### config.mk
export PLATFORM = sky130hd
export DESIGN_NAME = ddr_io_cell
export DESIGN_NICKNAME = d
export VERILOG_FILES = /design/src/common/ddr_io_cell_pkg.sv /design/src/logic/ddr_io_cell.sv
export SDC_FILE = /design/constraint.sdc
export NUM_CORES = 1
export LEC_CHECK = 0
export BUFFER_PORTS_ARGS = -buffer_cell sky130_fd_sc_hd__buf_2
export CAP_MARGIN = 10
export CORE_UTILIZATION = 30
export CTS_CLUSTER_SIZE = 16
export DETAILED_ROUTE_END_ITERATION = 8
export PLACE_DENSITY = 0.5
export RECOVER_POWER = 50
export SLEW_MARGIN = 20
export SYNTH_ARGS = -nofsm -noshare
export SYNTH_HDL_FRONTEND = slang
export SYNTH_SLANG_ARGS = --single-unit
### constraint.sdc
create_clock -name clk_sys -period 7.2 [get_ports clk_sys]
set_clock_uncertainty 0.05 [all_clocks]
set_input_delay 1.8 -clock clk_sys [delete_from_list [all_inputs] [get_ports clk_sys]]
set_output_delay 1.8 -clock clk_sys [all_outputs]
set_load 0.01 [all_outputs]
### src/common/ddr_io_cell_pkg.sv
// constants, register map and field layouts of the double-data-rate io_cell path
// assumes a 32-bit AXI4-Lite register bus and a 50 MHz clk_sys
package ddr_io_cell_pkg;

    localparam int unsigned CLK_PERIOD_NS = 20;
    localparam int unsigned SIDE_BANK_MAX_MHZ = 150;
    localparam int unsigned DATA_W = 8;
    localparam int unsigned COUNT_W = 16;

    // register byte addresses
    localparam logic [3:0] ADDR_CTRL = 4'h0;
    localparam logic [3:0] ADDR_LAUNCH = 4'h4;
    localparam logic [3:0] ADDR_CAPTURE = 4'h8;
    localparam logic [3:0] ADDR_STATUS = 4'hC;

    // field positions in the launch register
    localparam int unsigned LAUNCH_LO_POS = 0;
    localparam int unsigned LAUNCH_HI_POS = 8;
    localparam int unsigned LAUNCH_OE_POS = 16;
    // field positions in the status register
    localparam int unsigned STATUS_DQ_OE_POS = 16;
    localparam int unsigned STATUS_DQS_OE_POS = 17;

    // phase of the launch divider (one link clock = four clk_sys cycles)
    localparam logic [1:0] PH_SYS_RISE = 2'h3;
    localparam logic [1:0] PH_SYS_FALL = 2'h1;
    localparam logic [1:0] PH_WR_RISE = 2'h0;
    localparam logic [1:0] PH_WR_FALL = 2'h2;

    // strobe cell launch inputs: low half tied high, high half tied low
    localparam logic STROBE_LAUNCH_LO = 1'b1;
    localparam logic STROBE_LAUNCH_HI = 1'b0;

    // read strobe delay taps in clk_sys samples
    localparam int unsigned TAPS_72 = 1;
    localparam int unsigned TAPS_90 = 2;

    localparam logic [1:0] RESP_OKAY = 2'h0;
    localparam logic [1:0] RESP_SLVERR = 2'h2;

    typedef enum logic [1:0] {
        SHIFT_0 = 2'b00,
        SHIFT_72 = 2'b01,
        SHIFT_90 = 2'b10
    } shift_t;

    typedef struct packed {
        logic side_bank;
        shift_t shift;
        logic inv_oe;
        logic inv_capture;
        logic inv_launch;
        logic tristate_high;
        logic dqs_oe_delay;
        logic dq_oe_delay;
    } ctrl_t;

    localparam ctrl_t CTRL_RESET = '{side_bank: 1'b0, shift: SHIFT_90, inv_oe: 1'b0,
        inv_capture: 1'b0, inv_launch: 1'b0, tristate_high: 1'b0,
        dqs_oe_delay: 1'b1, dq_oe_delay: 1'b0};

    typedef struct packed {
        logic oe;
        logic [DATA_W-1:0] hi;
        logic [DATA_W-1:0] lo;
    } launch_t;

endpackage

### src/logic/ddr_io_cell.sv
// double-data-rate io_cell register path for a data group and its strobe
// assumes AXI4-Lite on clk_sys; pins and the read strobe come from outside and are synchronised
//
// Summary of operation
// - six registers and one latch per cell
// - negative-edge OE register adds half-cycle preamble
// - OE active low, inverted before primary register
// - primary OE register drives general tristate enable
// - delayed OE register drives strobe enables
// - per-cell select: primary or delayed enable
// - tristate enable active low, configurable high
// - OE, capture, data launch clock each invertible
// - data launch clock lags system by 90 degrees
// - rise, fall capture registers; latch open high
// - shifted read strobe inverted before capture
// - inverted strobe swaps high and low halves
// - strobe cell launches tied high/low toggle
// - undelayed strobe copy goes to logic cells
// - phase shift only on the strobe pin
// - one clock source, system and write outputs
// - system clock drives strobe, command, address
// - write clock lags 90, launches data
// - side banks: separate capture clock, 150 MHz
// - read strobe shifted 0/72/90 then inverted
`timescale 1ns/100ps

module ddr_io_cell #(
    parameter int unsigned W = ddr_io_cell_pkg::DATA_W
) (
    input wire logic clk_sys,
    input wire logic reset,
    // AXI4-Lite slave
    input wire logic [3:0] s_axi_awaddr,
    input wire logic s_axi_awvalid,
    output logic s_axi_awready,
    input wire logic [31:0] s_axi_wdata,
    input wire logic [3:0] s_axi_wstrb,
    input wire logic s_axi_wvalid,
    output logic s_axi_wready,
    output logic [1:0] s_axi_bresp,
    output logic s_axi_bvalid,
    input wire logic s_axi_bready,
    input wire logic [3:0] s_axi_araddr,
    input wire logic s_axi_arvalid,
    output logic s_axi_arready,
    output logic [31:0] s_axi_rdata,
    output logic [1:0] s_axi_rresp,
    output logic s_axi_rvalid,
    input wire logic s_axi_rready,
    // memory side
    output logic ck_out,
    output logic [W-1:0] dq_o,
    output logic [W-1:0] dq_oe,
    input wire logic [W-1:0] dq_i,
    output logic dqs_o,
    output logic dqs_oe,
    input wire logic dqs_i,
    output logic tristate_en,
    output logic dqs_undelayed
);
    import ddr_io_cell_pkg::*;

    // ---------------- register file ----------------
    ctrl_t ctrl_q;
    launch_t launch_q;
    logic aw_hold_q;
    logic w_hold_q;
    logic [3:0] aw_addr_q;
    logic [31:0] w_data_q;
    logic [3:0] w_strb_q;
    logic bvalid_q;
    logic [1:0] bresp_q;
    logic rvalid_q;
    logic [1:0] rresp_q;
    logic [31:0] rdata_q;

    wire aw_take = s_axi_awvalid && s_axi_awready;
    wire w_take = s_axi_wvalid && s_axi_wready;
    wire [3:0] wr_addr = aw_hold_q ? aw_addr_q : s_axi_awaddr;
    wire [31:0] wr_data = w_hold_q ? w_data_q : s_axi_wdata;
    wire [3:0] wr_strb = w_hold_q ? w_strb_q : s_axi_wstrb;
    wire wr_go = (aw_hold_q || aw_take) && (w_hold_q || w_take) && !bvalid_q;
    wire wr_ctrl = wr_go && (wr_addr == ADDR_CTRL);
    wire wr_launch = wr_go && (wr_addr == ADDR_LAUNCH);
    wire wr_known = (wr_addr == ADDR_CTRL) || (wr_addr == ADDR_LAUNCH)
        || (wr_addr == ADDR_CAPTURE) || (wr_addr == ADDR_STATUS);
    wire [31:0] strb_mask = {{8{wr_strb[3]}}, {8{wr_strb[2]}}, {8{wr_strb[1]}}, {8{wr_strb[0]}}};
    wire [31:0] ctrl_word = {{(32 - $bits(ctrl_t)){1'b0}}, ctrl_q};
    wire [31:0] launch_word = {{(32 - $bits(launch_t)){1'b0}}, launch_q};
    wire [31:0] ctrl_next = (ctrl_word & ~strb_mask) | (wr_data & strb_mask);
    wire [31:0] launch_next = (launch_word & ~strb_mask) | (wr_data & strb_mask);

    assign s_axi_awready = !aw_hold_q && !bvalid_q;
    assign s_axi_wready = !w_hold_q && !bvalid_q;
    assign s_axi_bvalid = bvalid_q;
    assign s_axi_bresp = bresp_q;
    assign s_axi_arready = !rvalid_q;
    assign s_axi_rvalid = rvalid_q;
    assign s_axi_rresp = rresp_q;
    assign s_axi_rdata = rdata_q;

    always_ff @(posedge clk_sys or posedge reset) begin
        if (reset) begin
            aw_hold_q <= 1'b0;
            w_hold_q <= 1'b0;
            aw_addr_q <= 4'h0;
            w_data_q <= 32'h0000_0000;
            w_strb_q <= 4'h0;
        end else begin
            aw_hold_q <= (aw_hold_q || aw_take) && !wr_go;
            w_hold_q <= (w_hold_q || w_take) && !wr_go;
            if (aw_take) begin
                aw_addr_q <= s_axi_awaddr;
            end
            if (w_take) begin
                w_data_q <= s_axi_wdata;
                w_strb_q <= s_axi_wstrb;
            end
        end
    end

    always_ff @(posedge clk_sys or posedge reset) begin
        if (reset) begin
            bvalid_q <= 1'b0;
            bresp_q <= RESP_OKAY;
            ctrl_q <= CTRL_RESET;
            launch_q <= '0;
        end else begin
            if (wr_go) begin
                bvalid_q <= 1'b1;
                bresp_q <= wr_known ? RESP_OKAY : RESP_SLVERR;
            end else if (s_axi_bready) begin
                bvalid_q <= 1'b0;
            end
            if (wr_ctrl) begin
                ctrl_q <= ctrl_t'(ctrl_next[$bits(ctrl_t)-1:0]);
            end
            if (wr_launch) begin
                launch_q <= launch_t'(launch_next[$bits(launch_t)-1:0]);
            end
        end
    end

    // ---------------- launch clocks ----------------
    // one source, two outputs: system clock and write clock 90 degrees behind
    logic [1:0] phase_q;
    logic ck_q;
    wire sys_rise = (phase_q == PH_SYS_RISE);
    wire sys_fall = (phase_q == PH_SYS_FALL);
    // inverting the launch clock swaps its edges
    wire wr_rise = ctrl_q.inv_launch ? (phase_q == PH_WR_FALL) : (phase_q == PH_WR_RISE);
    wire wr_fall = ctrl_q.inv_launch ? (phase_q == PH_WR_RISE) : (phase_q == PH_WR_FALL);

    always_ff @(posedge clk_sys or posedge reset) begin
        if (reset) begin
            phase_q <= 2'h0;
            ck_q <= 1'b0;
        end else begin
            phase_q <= phase_q + 2'h1;
            ck_q <= sys_rise ? 1'b1 : (sys_fall ? 1'b0 : ck_q);
        end
    end
    assign ck_out = ck_q;

    // ---------------- data cell output ----------------
    // two launch, two enable registers here; two capture registers and a latch below
    logic [W-1:0] dq_hi_q;
    logic [W-1:0] dq_lo_q;
    logic [W-1:0] dq_out_q;
    logic dq_oe_a_n_q;
    logic dq_oe_b_n_q;
    // enable taken active high, inverted to the cell's active-low sense
    wire oe_req_n = ~(launch_q.oe ^ ctrl_q.inv_oe);

    always_ff @(posedge clk_sys or posedge reset) begin
        if (reset) begin
            dq_hi_q <= '0;
            dq_lo_q <= '0;
            dq_out_q <= '0;
            dq_oe_a_n_q <= 1'b1;
            dq_oe_b_n_q <= 1'b1;
        end else begin
            if (wr_rise) begin
                dq_hi_q <= launch_q.hi[W-1:0];
                dq_lo_q <= launch_q.lo[W-1:0];
                dq_out_q <= launch_q.hi[W-1:0];
                dq_oe_a_n_q <= oe_req_n;
            end else if (wr_fall) begin
                dq_out_q <= dq_lo_q;
                dq_oe_b_n_q <= dq_oe_a_n_q;
            end
        end
    end
    assign dq_o = dq_out_q;

    wire dq_pin_oe_n = ctrl_q.dq_oe_delay ? dq_oe_b_n_q : dq_oe_a_n_q;
    assign dq_oe = {W{~dq_pin_oe_n}};

    // ---------------- strobe cell output ----------------
    logic dqs_out_q;
    logic dqs_oe_a_n_q;
    logic dqs_oe_b_n_q;

    always_ff @(posedge clk_sys or posedge reset) begin
        if (reset) begin
            dqs_out_q <= 1'b0;
            dqs_oe_a_n_q <= 1'b1;
            dqs_oe_b_n_q <= 1'b1;
        end else begin
            if (sys_rise) begin
                dqs_out_q <= STROBE_LAUNCH_HI;
                dqs_oe_a_n_q <= oe_req_n;
            end else if (sys_fall) begin
                dqs_out_q <= STROBE_LAUNCH_LO;
                dqs_oe_b_n_q <= dqs_oe_a_n_q;
            end
        end
    end
    assign dqs_o = dqs_out_q;

    // delayed enable holds the pin in high impedance half a cycle longer
    wire dqs_pin_oe_n = ctrl_q.dqs_oe_delay ? dqs_oe_b_n_q : dqs_oe_a_n_q;
    assign dqs_oe = ~dqs_pin_oe_n;
    // tristate enable shown low-active unless configured high
    assign tristate_en = ctrl_q.tristate_high ? ~dq_pin_oe_n : dq_pin_oe_n;

    // ---------------- capture side ----------------
    logic dqs_meta_q;
    logic dqs_sync_q;
    logic [W-1:0] dq_meta_q;
    logic [W-1:0] dq_sync_q;
    logic [TAPS_90-1:0] dqs_dly_q;
    logic cap_clk_q;
    logic [W-1:0] cap_rise_q;
    logic [W-1:0] cap_fall_q;
    logic [W-1:0] cap_latch_q;
    logic [COUNT_W-1:0] cap_count_q;

    always_ff @(posedge clk_sys or posedge reset) begin
        if (reset) begin
            dqs_meta_q <= 1'b0;
            dqs_sync_q <= 1'b0;
            dq_meta_q <= '0;
            dq_sync_q <= '0;
            dqs_dly_q <= '0;
        end else begin
            dqs_meta_q <= dqs_i;
            dqs_sync_q <= dqs_meta_q;
            dq_meta_q <= dq_i;
            dq_sync_q <= dq_meta_q;
            dqs_dly_q <= {dqs_dly_q[TAPS_90-2:0], dqs_sync_q};
        end
    end

    // the tap delay exists on the strobe pin only; data lines are never shifted
    wire dqs_shifted = (ctrl_q.shift == SHIFT_72) ? dqs_dly_q[TAPS_72-1]
        : ((ctrl_q.shift == SHIFT_90) ? dqs_dly_q[TAPS_90-1] : dqs_sync_q);
    // inversion keeps the last word, which arrives with the strobe low
    wire strobe_clk = ~dqs_shifted ^ ctrl_q.inv_capture;
    // side banks capture on the system clock rather than a strobe
    wire cap_clk = ctrl_q.side_bank ? ck_q : strobe_clk;
    wire cap_rise = cap_clk && !cap_clk_q;
    wire cap_fall = !cap_clk && cap_clk_q;

    always_ff @(posedge clk_sys or posedge reset) begin
        if (reset) begin
            // idle strobe is low, so the inverted capture clock idles high: no false edge
            cap_clk_q <= 1'b1;
            cap_rise_q <= '0;
            cap_fall_q <= '0;
            cap_latch_q <= '0;
            cap_count_q <= '0;
        end else begin
            cap_clk_q <= cap_clk;
            if (cap_rise) begin
                cap_rise_q <= dq_sync_q;
                cap_count_q <= cap_count_q + 1'b1;
            end
            if (cap_fall) begin
                cap_fall_q <= dq_sync_q;
            end
            if (cap_clk) begin
                cap_latch_q <= cap_fall_q;
            end
        end
    end

    // with the strobe inverted the rising register carries the low half
    wire [W-1:0] cap_word_hi = cap_latch_q;
    wire [W-1:0] cap_word_lo = cap_rise_q;
    assign dqs_undelayed = dqs_sync_q;

    // ---------------- read channel ----------------
    wire [31:0] capture_word = {{(32 - 2 * W){1'b0}}, cap_word_hi, cap_word_lo};
    wire [31:0] status_word = {{(32 - STATUS_DQS_OE_POS - 1){1'b0}}, ~dqs_pin_oe_n,
        ~dq_pin_oe_n, cap_count_q};
    wire rd_known = (s_axi_araddr == ADDR_CTRL) || (s_axi_araddr == ADDR_LAUNCH)
        || (s_axi_araddr == ADDR_CAPTURE) || (s_axi_araddr == ADDR_STATUS);
    wire [31:0] rd_mux = (s_axi_araddr == ADDR_CTRL) ? ctrl_word
        : (s_axi_araddr == ADDR_LAUNCH) ? launch_word
        : (s_axi_araddr == ADDR_CAPTURE) ? capture_word
        : (s_axi_araddr == ADDR_STATUS) ? status_word : 32'h0000_0000;

    always_ff @(posedge clk_sys or posedge reset) begin
        if (reset) begin
            rvalid_q <= 1'b0;
            rresp_q <= RESP_OKAY;
            rdata_q <= 32'h0000_0000;
        end else if (s_axi_arvalid && s_axi_arready) begin
            rvalid_q <= 1'b1;
            rresp_q <= rd_known ? RESP_OKAY : RESP_SLVERR;
            rdata_q <= rd_mux;
        end else if (s_axi_rready) begin
            rvalid_q <= 1'b0;
        end
    end

endmodule

==> results.yml, run 1 <==
synthesis:
  ys.flop_type: "dfrtp_1"
  ys_seq_area_frac: 0.569
  synth-async-reset-ratio: 1.00
  syn_inst: 529
  yosys_warnings: 0
  yosysMostFrequentCell: "dfrtp_1"
  syn-cell-area_um2: 7010
  ys_top_cells_by_area: "dfrtp_1 54%, mux2_2 17%, dfstp_2 2.6%"
  synth_common_cells: "152 x dfrtp_1, 104 x mux2_2, 29 x nand2_1"
  synth_top_area_frac: 0.543
  ys_types: 51
  ys_ff_latch: 159
  synth-edff-count: 0
  syn_avg_cell_area_um2: 13.2
  synth.largest_area_cell: "dfrtp_1"
setup_path:
  reg2reg_depth: 5
  arrival_ns: 1.84
  crit_type: "flop to primary output"
  r2r_end: "cap_count_q[6]$_DFFE_PP0P_"
  start_kind: "flop"
  cp.required_ns: 5.35
  worstPathMaxFanout: 10
  r2r_slack_ns: 4.39
  crit_path_end_kind: "primary output"
drt:
  first_pass_iters: 4
  wl_per_cell_um: 16.6
  first_iter_violations: 196
  drc: 0
  route.vias.total: 4326
  vias_per_cell: 4.62
  antenna_left: 0
  postRouteWirelength_mm: 15.5
grt:
  grt_use_total: 0.137
  grt_overflow_total: 0
  grt_pass1_wl_mm: 25.0
  antenna_found_initial: 0
  grt_max_degree: 98
  grt_pass1_vias: 4489
placement:
  place.gp.congestion: 0.787
  dp_hpwl_mm: 11.2
  placed_area_um2: 7650
  portBuffers: 89
floorplanning:
  core_region_area_um2: 22800
  fp-row-count: 55
  die_w_um: 155
  pin_count: 122
  die-area_um2: 24000
  die_h_um: 155
  floorplan.initialDensity: 0.308
sta:
  rsz0062_at_grt: "no"
  finalSetupTns_ns: 0
  worstMarginPinSlew_ns: 1.47
  max_slew_margin: -0.00843
  hold_viol: 0
  fmax_mhz: 271
  period_share: 0.512
  period_needed_ns: 3.69
  final-max-slew-violation-count: 1
  whs_ns: 0.298
  finalSetupViolations: 0
min_path:
  worstHoldStart: "dq_meta_q[2]$_DFF_PP0_"
  holdPathEnd: "dq_sync_q[2]$_DFF_PP0_"
  hold_depth: 0
  hp-class: "flop to flop"
cts:
  insertion_delay_ns: 0.43
  cts.sinks: 159
  cts_tree: "done"
  numCtsBuffers: 17
  ctsHtreeMaxLevel: 4
  cts-root-buf: "clkbuf_16"
  clockBufferDepth: 2
  post_cts_resized: 0
  cts_setup_buffers: 0
  clkSlewWorstSetupHoldPaths_ns: 0.06
  hold_buffers: 0
run:
  maxCapViolCount: 1
outcome:
  status: "complete, but fails checks"
  violations: "max-capacitance violations, max-slew violations"
power:
  powerDensity_nw_per_um2: 401
  power_frac_comb: 0.286
  power.switching_mw: 1.03
  internal-power_mw: 2.24
  max-vdd-ir-drop_v: 0.000130
  p_seq_frac: 0.448
  swShare: 0.314
  finalPower_mw: 3.27
  clockPowerShare: 0.266
  p_leak_nw: 3.77
layout:
  num-nets-final: 675
  fin_area_um2: 8160
  insertedDiodeCount: 0
  area_delta_synth_final_pct: 16.4
  drive_above_1_share: 0.376
==> stage by stage <==
stage	cells	setup slack [ns]	util
after floorplan	544	1.07	-
after global placement	904	3.29	0.336
after detailed placement	904	3.33	0.336
after CTS	936	3.45	0.361
after global routing	936	3.36	0.358
final	936	3.51	0.358
==> kinds of logic after synthesis <==
family | Yosys count | share of synthesized area
flip-flops | 159 | 0.569
multiplexers | 130 | 0.215
AND/OR/NAND/NOR | 85 | 0.0654
AO/OA/AOI/OAI | 79 | 0.0759
buffers and inverters | 53 | 0.0441
XOR/XNOR | 17 | 0.0213
adder cells (fa/ha/maj) | 5 | 0.00893
other | 1 | 0.000535
==> power groups by stage <==
stage | logic (mW) | clock network, mW | registers [mW]
2_1_floorplan | 0.850 | 0 | 1.38
3_3_place_gp | 0.975 | 0 | 1.47
3_5_place_dp | 1.00 | 0 | 1.49
4_1_cts | 1.01 | 0.895 | 1.47
5_1_grt | 1.03 | 0.933 | 1.51
6_report | 0.935 | 0.870 | 1.47
==> area by class of cell <==
cell class | instances | area, µm²
clock inverter | 8 | 106
fill | 2208 | 14600
clock buffer | 24 | 462
inverter | 8 | 35.0
multi-input combinational | 332 | 2710
tap | 313 | 392
sequential | 159 | 3990
timing repair buffer | 92 | 465
==> how the worst max path moves through the flow <==
stage                                       endpoint  cells past startpoint
after floorplan                            async pin                      1
after global placement    s_axi_rdata[4]$_DFFE_PP0P_                      5
after detailed placement  s_axi_rdata[5]$_DFFE_PP0P_                      5
after CTS                                tristate_en                      3
after global routing                     tristate_en                      3
final                                    tristate_en                      3
==> cell usage in the layout (no fill, tap or decap), types with 3 or more instances in the layout <==
cell         n
a22o_1       6
conb_1      16
o22ai_1     17
ha_1         5
mux2_1       9
xnor2_1     10
buf_4        3
nand2_1     29
nor3_1       3
nor2_1      12
a22oi_1     13
a21o_1       4
mux2i_1     13
dfstp_2      6
mux2_2     104
o21ai_0     20
nand3_1      8
and4_1       5
dfrtp_1    152
nand4_1      5
buf_2       87
a21oi_1      8
clkbuf_16   17
clkbuf_1     8
and3_1       7
nor2b_1      4
inv_1        6
mux2_4       3
xor2_1       7
==> routing by layer <==
layer,wire [µm],vias to the layer above,global-route usage
met1,7270,2165,0.183
met5,0,-,0
met3,776,24,0.0317
met2,7170,106,0.215
li1,-,2031,-
met4,296,0,0.0561
==> critical path, stage by stage (launching register included) <==
cell and delay [ns]:
dfrtp_1 0.39, mux2i_1 0.65, xnor2_1 0.21, buf_2 0.16
Power figures use the tool's default switching activity.
==> run 2, diff against run 1 <==
- PLACE_DENSITY: 0.5 -> 0.52
- clock period: 7.2 -> 3.3 ns (I/O delays scaled with it)
==> run 2 against run 1 <==
The run still ends with max-capacitance violations, max-slew violations left. Global-route usage is essentially flat. Die area did not move. Routed wire length down 0.97%. Non-clock buffer count up 7. Count of clock-buffer cells in the layout decreased by 6. Largest cell class unchanged.
==> results.yml, run 2 (synthesized netlist as in run 1, its figures left out) <==
outcome:
  status: "complete, but fails checks"
  violations: "max-capacitance violations, max-slew violations"
placement:
  dp_cells: 911
  portBuffers: 89
  place.gp.congestion: 0.768
  dp_hpwl_mm: 11.2
power:
  p_leak_nw: 3.81
  p_seq_frac: 0.437
  power_frac_comb: 0.305
  powerDensity_nw_per_um2: 879
  internal-power_mw: 4.90
  max-vdd-ir-drop_v: 0.000382
  power.switching_mw: 2.34
  swShare: 0.323
  clockPowerShare: 0.258
cts:
  cts_tree: "done"
  insertion_delay_ns: 0.43
  clockBufferDepth: 2
  cts.sinks: 159
  numCtsBuffers: 17
  ctsHtreeMaxLevel: 4
  cts_setup_buffers: 0
  post_cts_resized: 0
  hold_buffers: 0
  cts-root-buf: "clkbuf_16"
  clkSlewWorstSetupHoldPaths_ns: 0.06
sta:
  period_needed_ns: 2.72
  max_slew_margin: -0.214
  rsz0062_at_grt: "no"
  finalSetupViolations: 0
  period_share: 0.824
  finalSetupTns_ns: 0
  final-max-slew-violation-count: 75
  hold_viol: 0
  worstMarginPinSlew_ns: 1.82
  fmax_mhz: 368
layout:
  area_delta_synth_final_pct: 17.7
  final_cells: 943
  num-nets-final: 682
  drive_above_1_share: 0.411
  final_cell_mix: "152 x dfrtp_1, 104 x mux2_2, 88 x buf_2, 29 x nand2_1, 20 x o21ai_0"
  final_common_cell: "dfrtp_1"
  insertedDiodeCount: 0
  fillers: 2236
setup_path:
  crit_path_end_kind: "primary output"
  cp.required_ns: 2.42
  r2r_slack_ns: 0.80
  r2r_end: "cap_count_q[6]$_DFFE_PP0P_"
  slowest_delay_ns: 0.66
  path_cells: "mux2i_1, xnor2_1, buf_2"
  crit_buf_inv: 1
  arrival_ns: 1.84
  start_kind: "flop"
  crit_type: "flop to primary output"
  critical-path-slowest-cell: "mux2i_1"
  crit_family: "multiplexers"
  worstPathMaxFanout: 10
  reg2reg_depth: 5
floorplanning:
  floorplan.initialDensity: 0.308
  die_w_um: 155
  core_region_area_um2: 22800
  die-area_um2: 24000
  die_h_um: 155
  fp-row-count: 55
  pin_count: 122
grt:
  grt_overflow_total: 0
  grt_use_total: 0.137
  antenna_found_initial: 0
  grt_max_degree: 75
  grt_pass1_wl_mm: 25.0
  grt_pass1_vias: 4471
drt:
  drc: 0
  antenna_left: 0
  first_pass_iters: 4
  postRouteWirelength_mm: 15.4
  vias_per_cell: 4.61
  route.vias.total: 4349
  wl_per_cell_um: 16.3
  first_iter_violations: 181
run:
  maxCapViolCount: 1
min_path:
  hp-class: "input pin to async pin"
-- run 2: worst max path at each step --
stage                          startpoint          end  slack [ns]  cells after the start
after floorplan                     reset    async pin        0.42                      1
after global placement    s_axi_awaddr[0]         flop        0.76                      6
after detailed placement  s_axi_awaddr[2]         flop        0.73                      6
after CTS                            flop  tristate_en        0.50                      3
after global routing                 flop  tristate_en        0.46                      3
final                                flop  tristate_en        0.58                      3
-- run 2: metrics by stage --
| stage | setup slack (ns) | area (µm²) | util | hold slack (ns) | power, mW |
|---|---|---|---|---|---|
| finish | 0.582 | 8250 | 0.362 | 0.248 | 7.25 |
| global placement | 0.759 | 7720 | 0.339 | 0.283 | 5.36 |
| detailed placement | 0.728 | 7720 | 0.339 | 0.286 | 5.46 |
| floorplan | 0.416 | 7070 | - | 0.281 | 4.87 |
| global route | 0.460 | 8250 | 0.362 | 0.253 | 7.69 |
| CTS | 0.501 | 8280 | 0.364 | 0.247 | 7.36 |
-- run 2: cell type report --
class	count	area [µm²]	area share
Timing Repair Buffer	99	510	0.0619
Tap cell	313	392	0.0475
Clock inverter	14	131	0.0159
Multi-Input combinational cell	332	2770	0.335
Sequential cell	159	3990	0.484
Clock buffer	18	429	0.0520
Inverter	8	31.3	0.00379
-- run 2: metal layers --
metal | global-route usage | part of all wire | up-vias
met1 | 0.181 | 0.46 | 2180
met3 | 0.0283 | 0.047 | 16
met2 | 0.216 | 0.47 | 108
li1 | - | - | 2045
met4 | 0.0660 | 0.023 | 0
met5 | 0 | 0 | -
-- run 2: power by group through the flow --
stage / combinational (mW) / sequential, mW / clock [mW]
6_report: 2.21 / 3.16 / 1.87
5_1_grt: 2.41 / 3.26 / 2.02
3_3_place_gp: 2.19 / 3.18 / 0
4_1_cts: 2.25 / 3.17 / 1.93
2_1_floorplan: 1.85 / 3.02 / 0
3_5_place_dp: 2.25 / 3.21 / 0
-- run 2: worst register-to-register path: cells and delay by family (launching register included) --
kind | cells | cell delay [ns]
xor gates and xnor gates | 1 | 0.14
and+or+nand+nor | 2 | 0.98
muxes | 2 | 0.66
DFF | 1 | 0.57
==> run 3, diff against run 2 <==
- PLACE_DENSITY: 0.52 -> 0.5
- clock period: 3.3 -> 2.6 ns (I/O delays scaled with it)
==> run 3 against run 2 <==
The run now ends clean. Register-to-register slack lost 0.39 ns. Via count grew 2.2%. Die area is the same. Sequential share of layout area is 0.70 points lower. Clock power increased by 33%. Power grew 30%. Combinational power grew 30%. Hold slack improved by 0.026 ns. Critical path type unchanged. Critical endpoint unchanged. Largest cell class unchanged. Highest routed layer unchanged.
==> results.yml, run 3 (synthesized netlist as in run 1, its figures left out) <==
power:
  power.switching_mw: 3.00
  swShare: 0.319
  clockPowerShare: 0.265
  power_frac_comb: 0.307
  max-vdd-ir-drop_v: 0.000458
  powerDensity_nw_per_um2: 1120
  p_leak_nw: 3.89
  finalPower_mw: 9.40
  p_seq_frac: 0.428
  internal-power_mw: 6.40
setup_path:
  cp.required_ns: 1.90
  arrival_ns: 1.50
  worstPathMaxFanout: 3
  start_kind: "flop"
  crit_path_end_kind: "primary output"
  crit_type: "flop to primary output"
floorplanning:
  fp-row-count: 55
  pin_count: 122
  die_w_um: 155
  die_h_um: 155
  floorplan.initialDensity: 0.308
  core_region_area_um2: 22800
  die-area_um2: 24000
layout:
  regArea_um2: 3990
  multi_input_area_um2: 2760
  final_cells: 954
  final_common_cell: "dfrtp_1"
  num-nets-final: 693
  area_delta_synth_final_pct: 19.4
  final_cell_mix: "152 x dfrtp_1, 104 x mux2_2, 89 x buf_2, 29 x nand2_1, 20 x o21ai_0"
  insertedDiodeCount: 0
  drive_above_1_share: 0.421
  fillers: 2231
cts:
  numCtsBuffers: 17
  cts.sinks: 159
  clkSlewWorstSetupHoldPaths_ns: 0.06
  post_cts_resized: 0
  insertion_delay_ns: 0.43
  ctsHtreeMaxLevel: 4
  hold_buffers: 0
  cts_setup_buffers: 0
  clockBufferDepth: 2
  cts-root-buf: "clkbuf_16"
  cts_tree: "done"
grt:
  grt_pass1_vias: 4632
  grt_overflow_total: 0
  grt_max_degree: 42
  antenna_found_initial: 0
  grt_use_total: 0.143
  grt_pass1_wl_mm: 25.7
sta:
  fmax_mhz: 454
  worstMarginPinSlew_ns: 1.17
  finalSetupTns_ns: 0
  period_needed_ns: 2.20
  finalSetupViolations: 0
  final-max-slew-violation-count: 0
  rsz0062_at_grt: "no"
  hold_viol: 0
  max_slew_margin: 0.215
  period_share: 0.847
drt:
  drc: 0
  antenna_left: 0
  route.vias.total: 4443
  wl_per_cell_um: 16.8
  postRouteWirelength_mm: 16.0
  first_iter_violations: 181
  first_pass_iters: 4
  vias_per_cell: 4.66
placement:
  place.gp.congestion: 0.813
  dp_hpwl_mm: 11.9
  portBuffers: 89
  dp_cells: 922
run:
  maxCapViolCount: 0
min_path:
  hp-class: "input pin to flop"
outcome:
  status: "finished, final reports clean"
run 3: cell types whose count changed in the layout (fill, tap and decap cells not counted), moves of 2 or more:
cell / previous run / this run
inv_6: 4 / 2
clkinv_4: 0 / 2
clkinvlp_4: 6 / 4
clkbuf_8: 0 / 2
buf_4: 7 / 16
run 3: per-layer routing:
layer,vias up,track usage,routed length [µm]
met1,2252,0.185,7440
met5,-,0,0
met2,100,0.227,7580
li1,2067,-,-
met4,0,0.0580,355
met3,24,0.0361,637
run 3: final timing paths:
path	slack [ns]	depth (start not counted)	from	end
setup / recovery	0.40	3	flop	tristate_en
hold / removal	0.27	1	dqs_i	dqs_meta_q$_DFF_PP0_
setup reg to reg	0.41	4	flop	cap_fall_q[0]$_DFFE_PP0P_
hold reg to reg	0.29	0	dq_meta_q[4]$_DFF_PP0_	dq_sync_q[4]$_DFF_PP0_
max in group asynchronous	0.60	3	reset	w_strb_q[2]$_DFFE_PP0P_
min in group asynchronous	0.40	2	reset	cap_count_q[14]$_DFFE_PP0P_
run 3: layout make-up:
cell class,instances,area share
Timing Repair Buffer,110,0.0722
Clock buffer,20,0.0546
Clock inverter,12,0.0161
Tap cell,313,0.0468
Multi-Input combinational cell,332,0.330
Inverter,8,0.00374
Sequential cell,159,0.477
run 3: per-stage QoR:
stage	utilization	setup slack (ns)	hold slack (ns)	instance area, µm²
3_3_place_gp	0.344	0.229	0.284	7830
5_1_grt	0.367	0.247	0.254	8370
4_1_cts	0.370	0.345	0.257	8420
2_1_floorplan	-	-0.109	0.281	7070
3_5_place_dp	0.344	0.218	0.285	7830
6_report	0.367	0.398	0.274	8370
run 3: worst max-delay path, cell delays in order (launching register included):
cell     delay (ns)
dfrtp_1        0.41
mux2i_1        0.31
xnor2_1        0.19
buf_2          0.17
run 3: power groups by stage:
stage / sequential, mW / combinational, mW / clock (mW)
floorplan: 3.83 / 2.35 / 0
global placement: 4.05 / 2.84 / 0
detailed placement: 4.09 / 2.92 / 0
CTS: 4.05 / 2.94 / 2.55
global route: 4.16 / 3.14 / 2.67
finish: 4.03 / 2.88 / 2.49
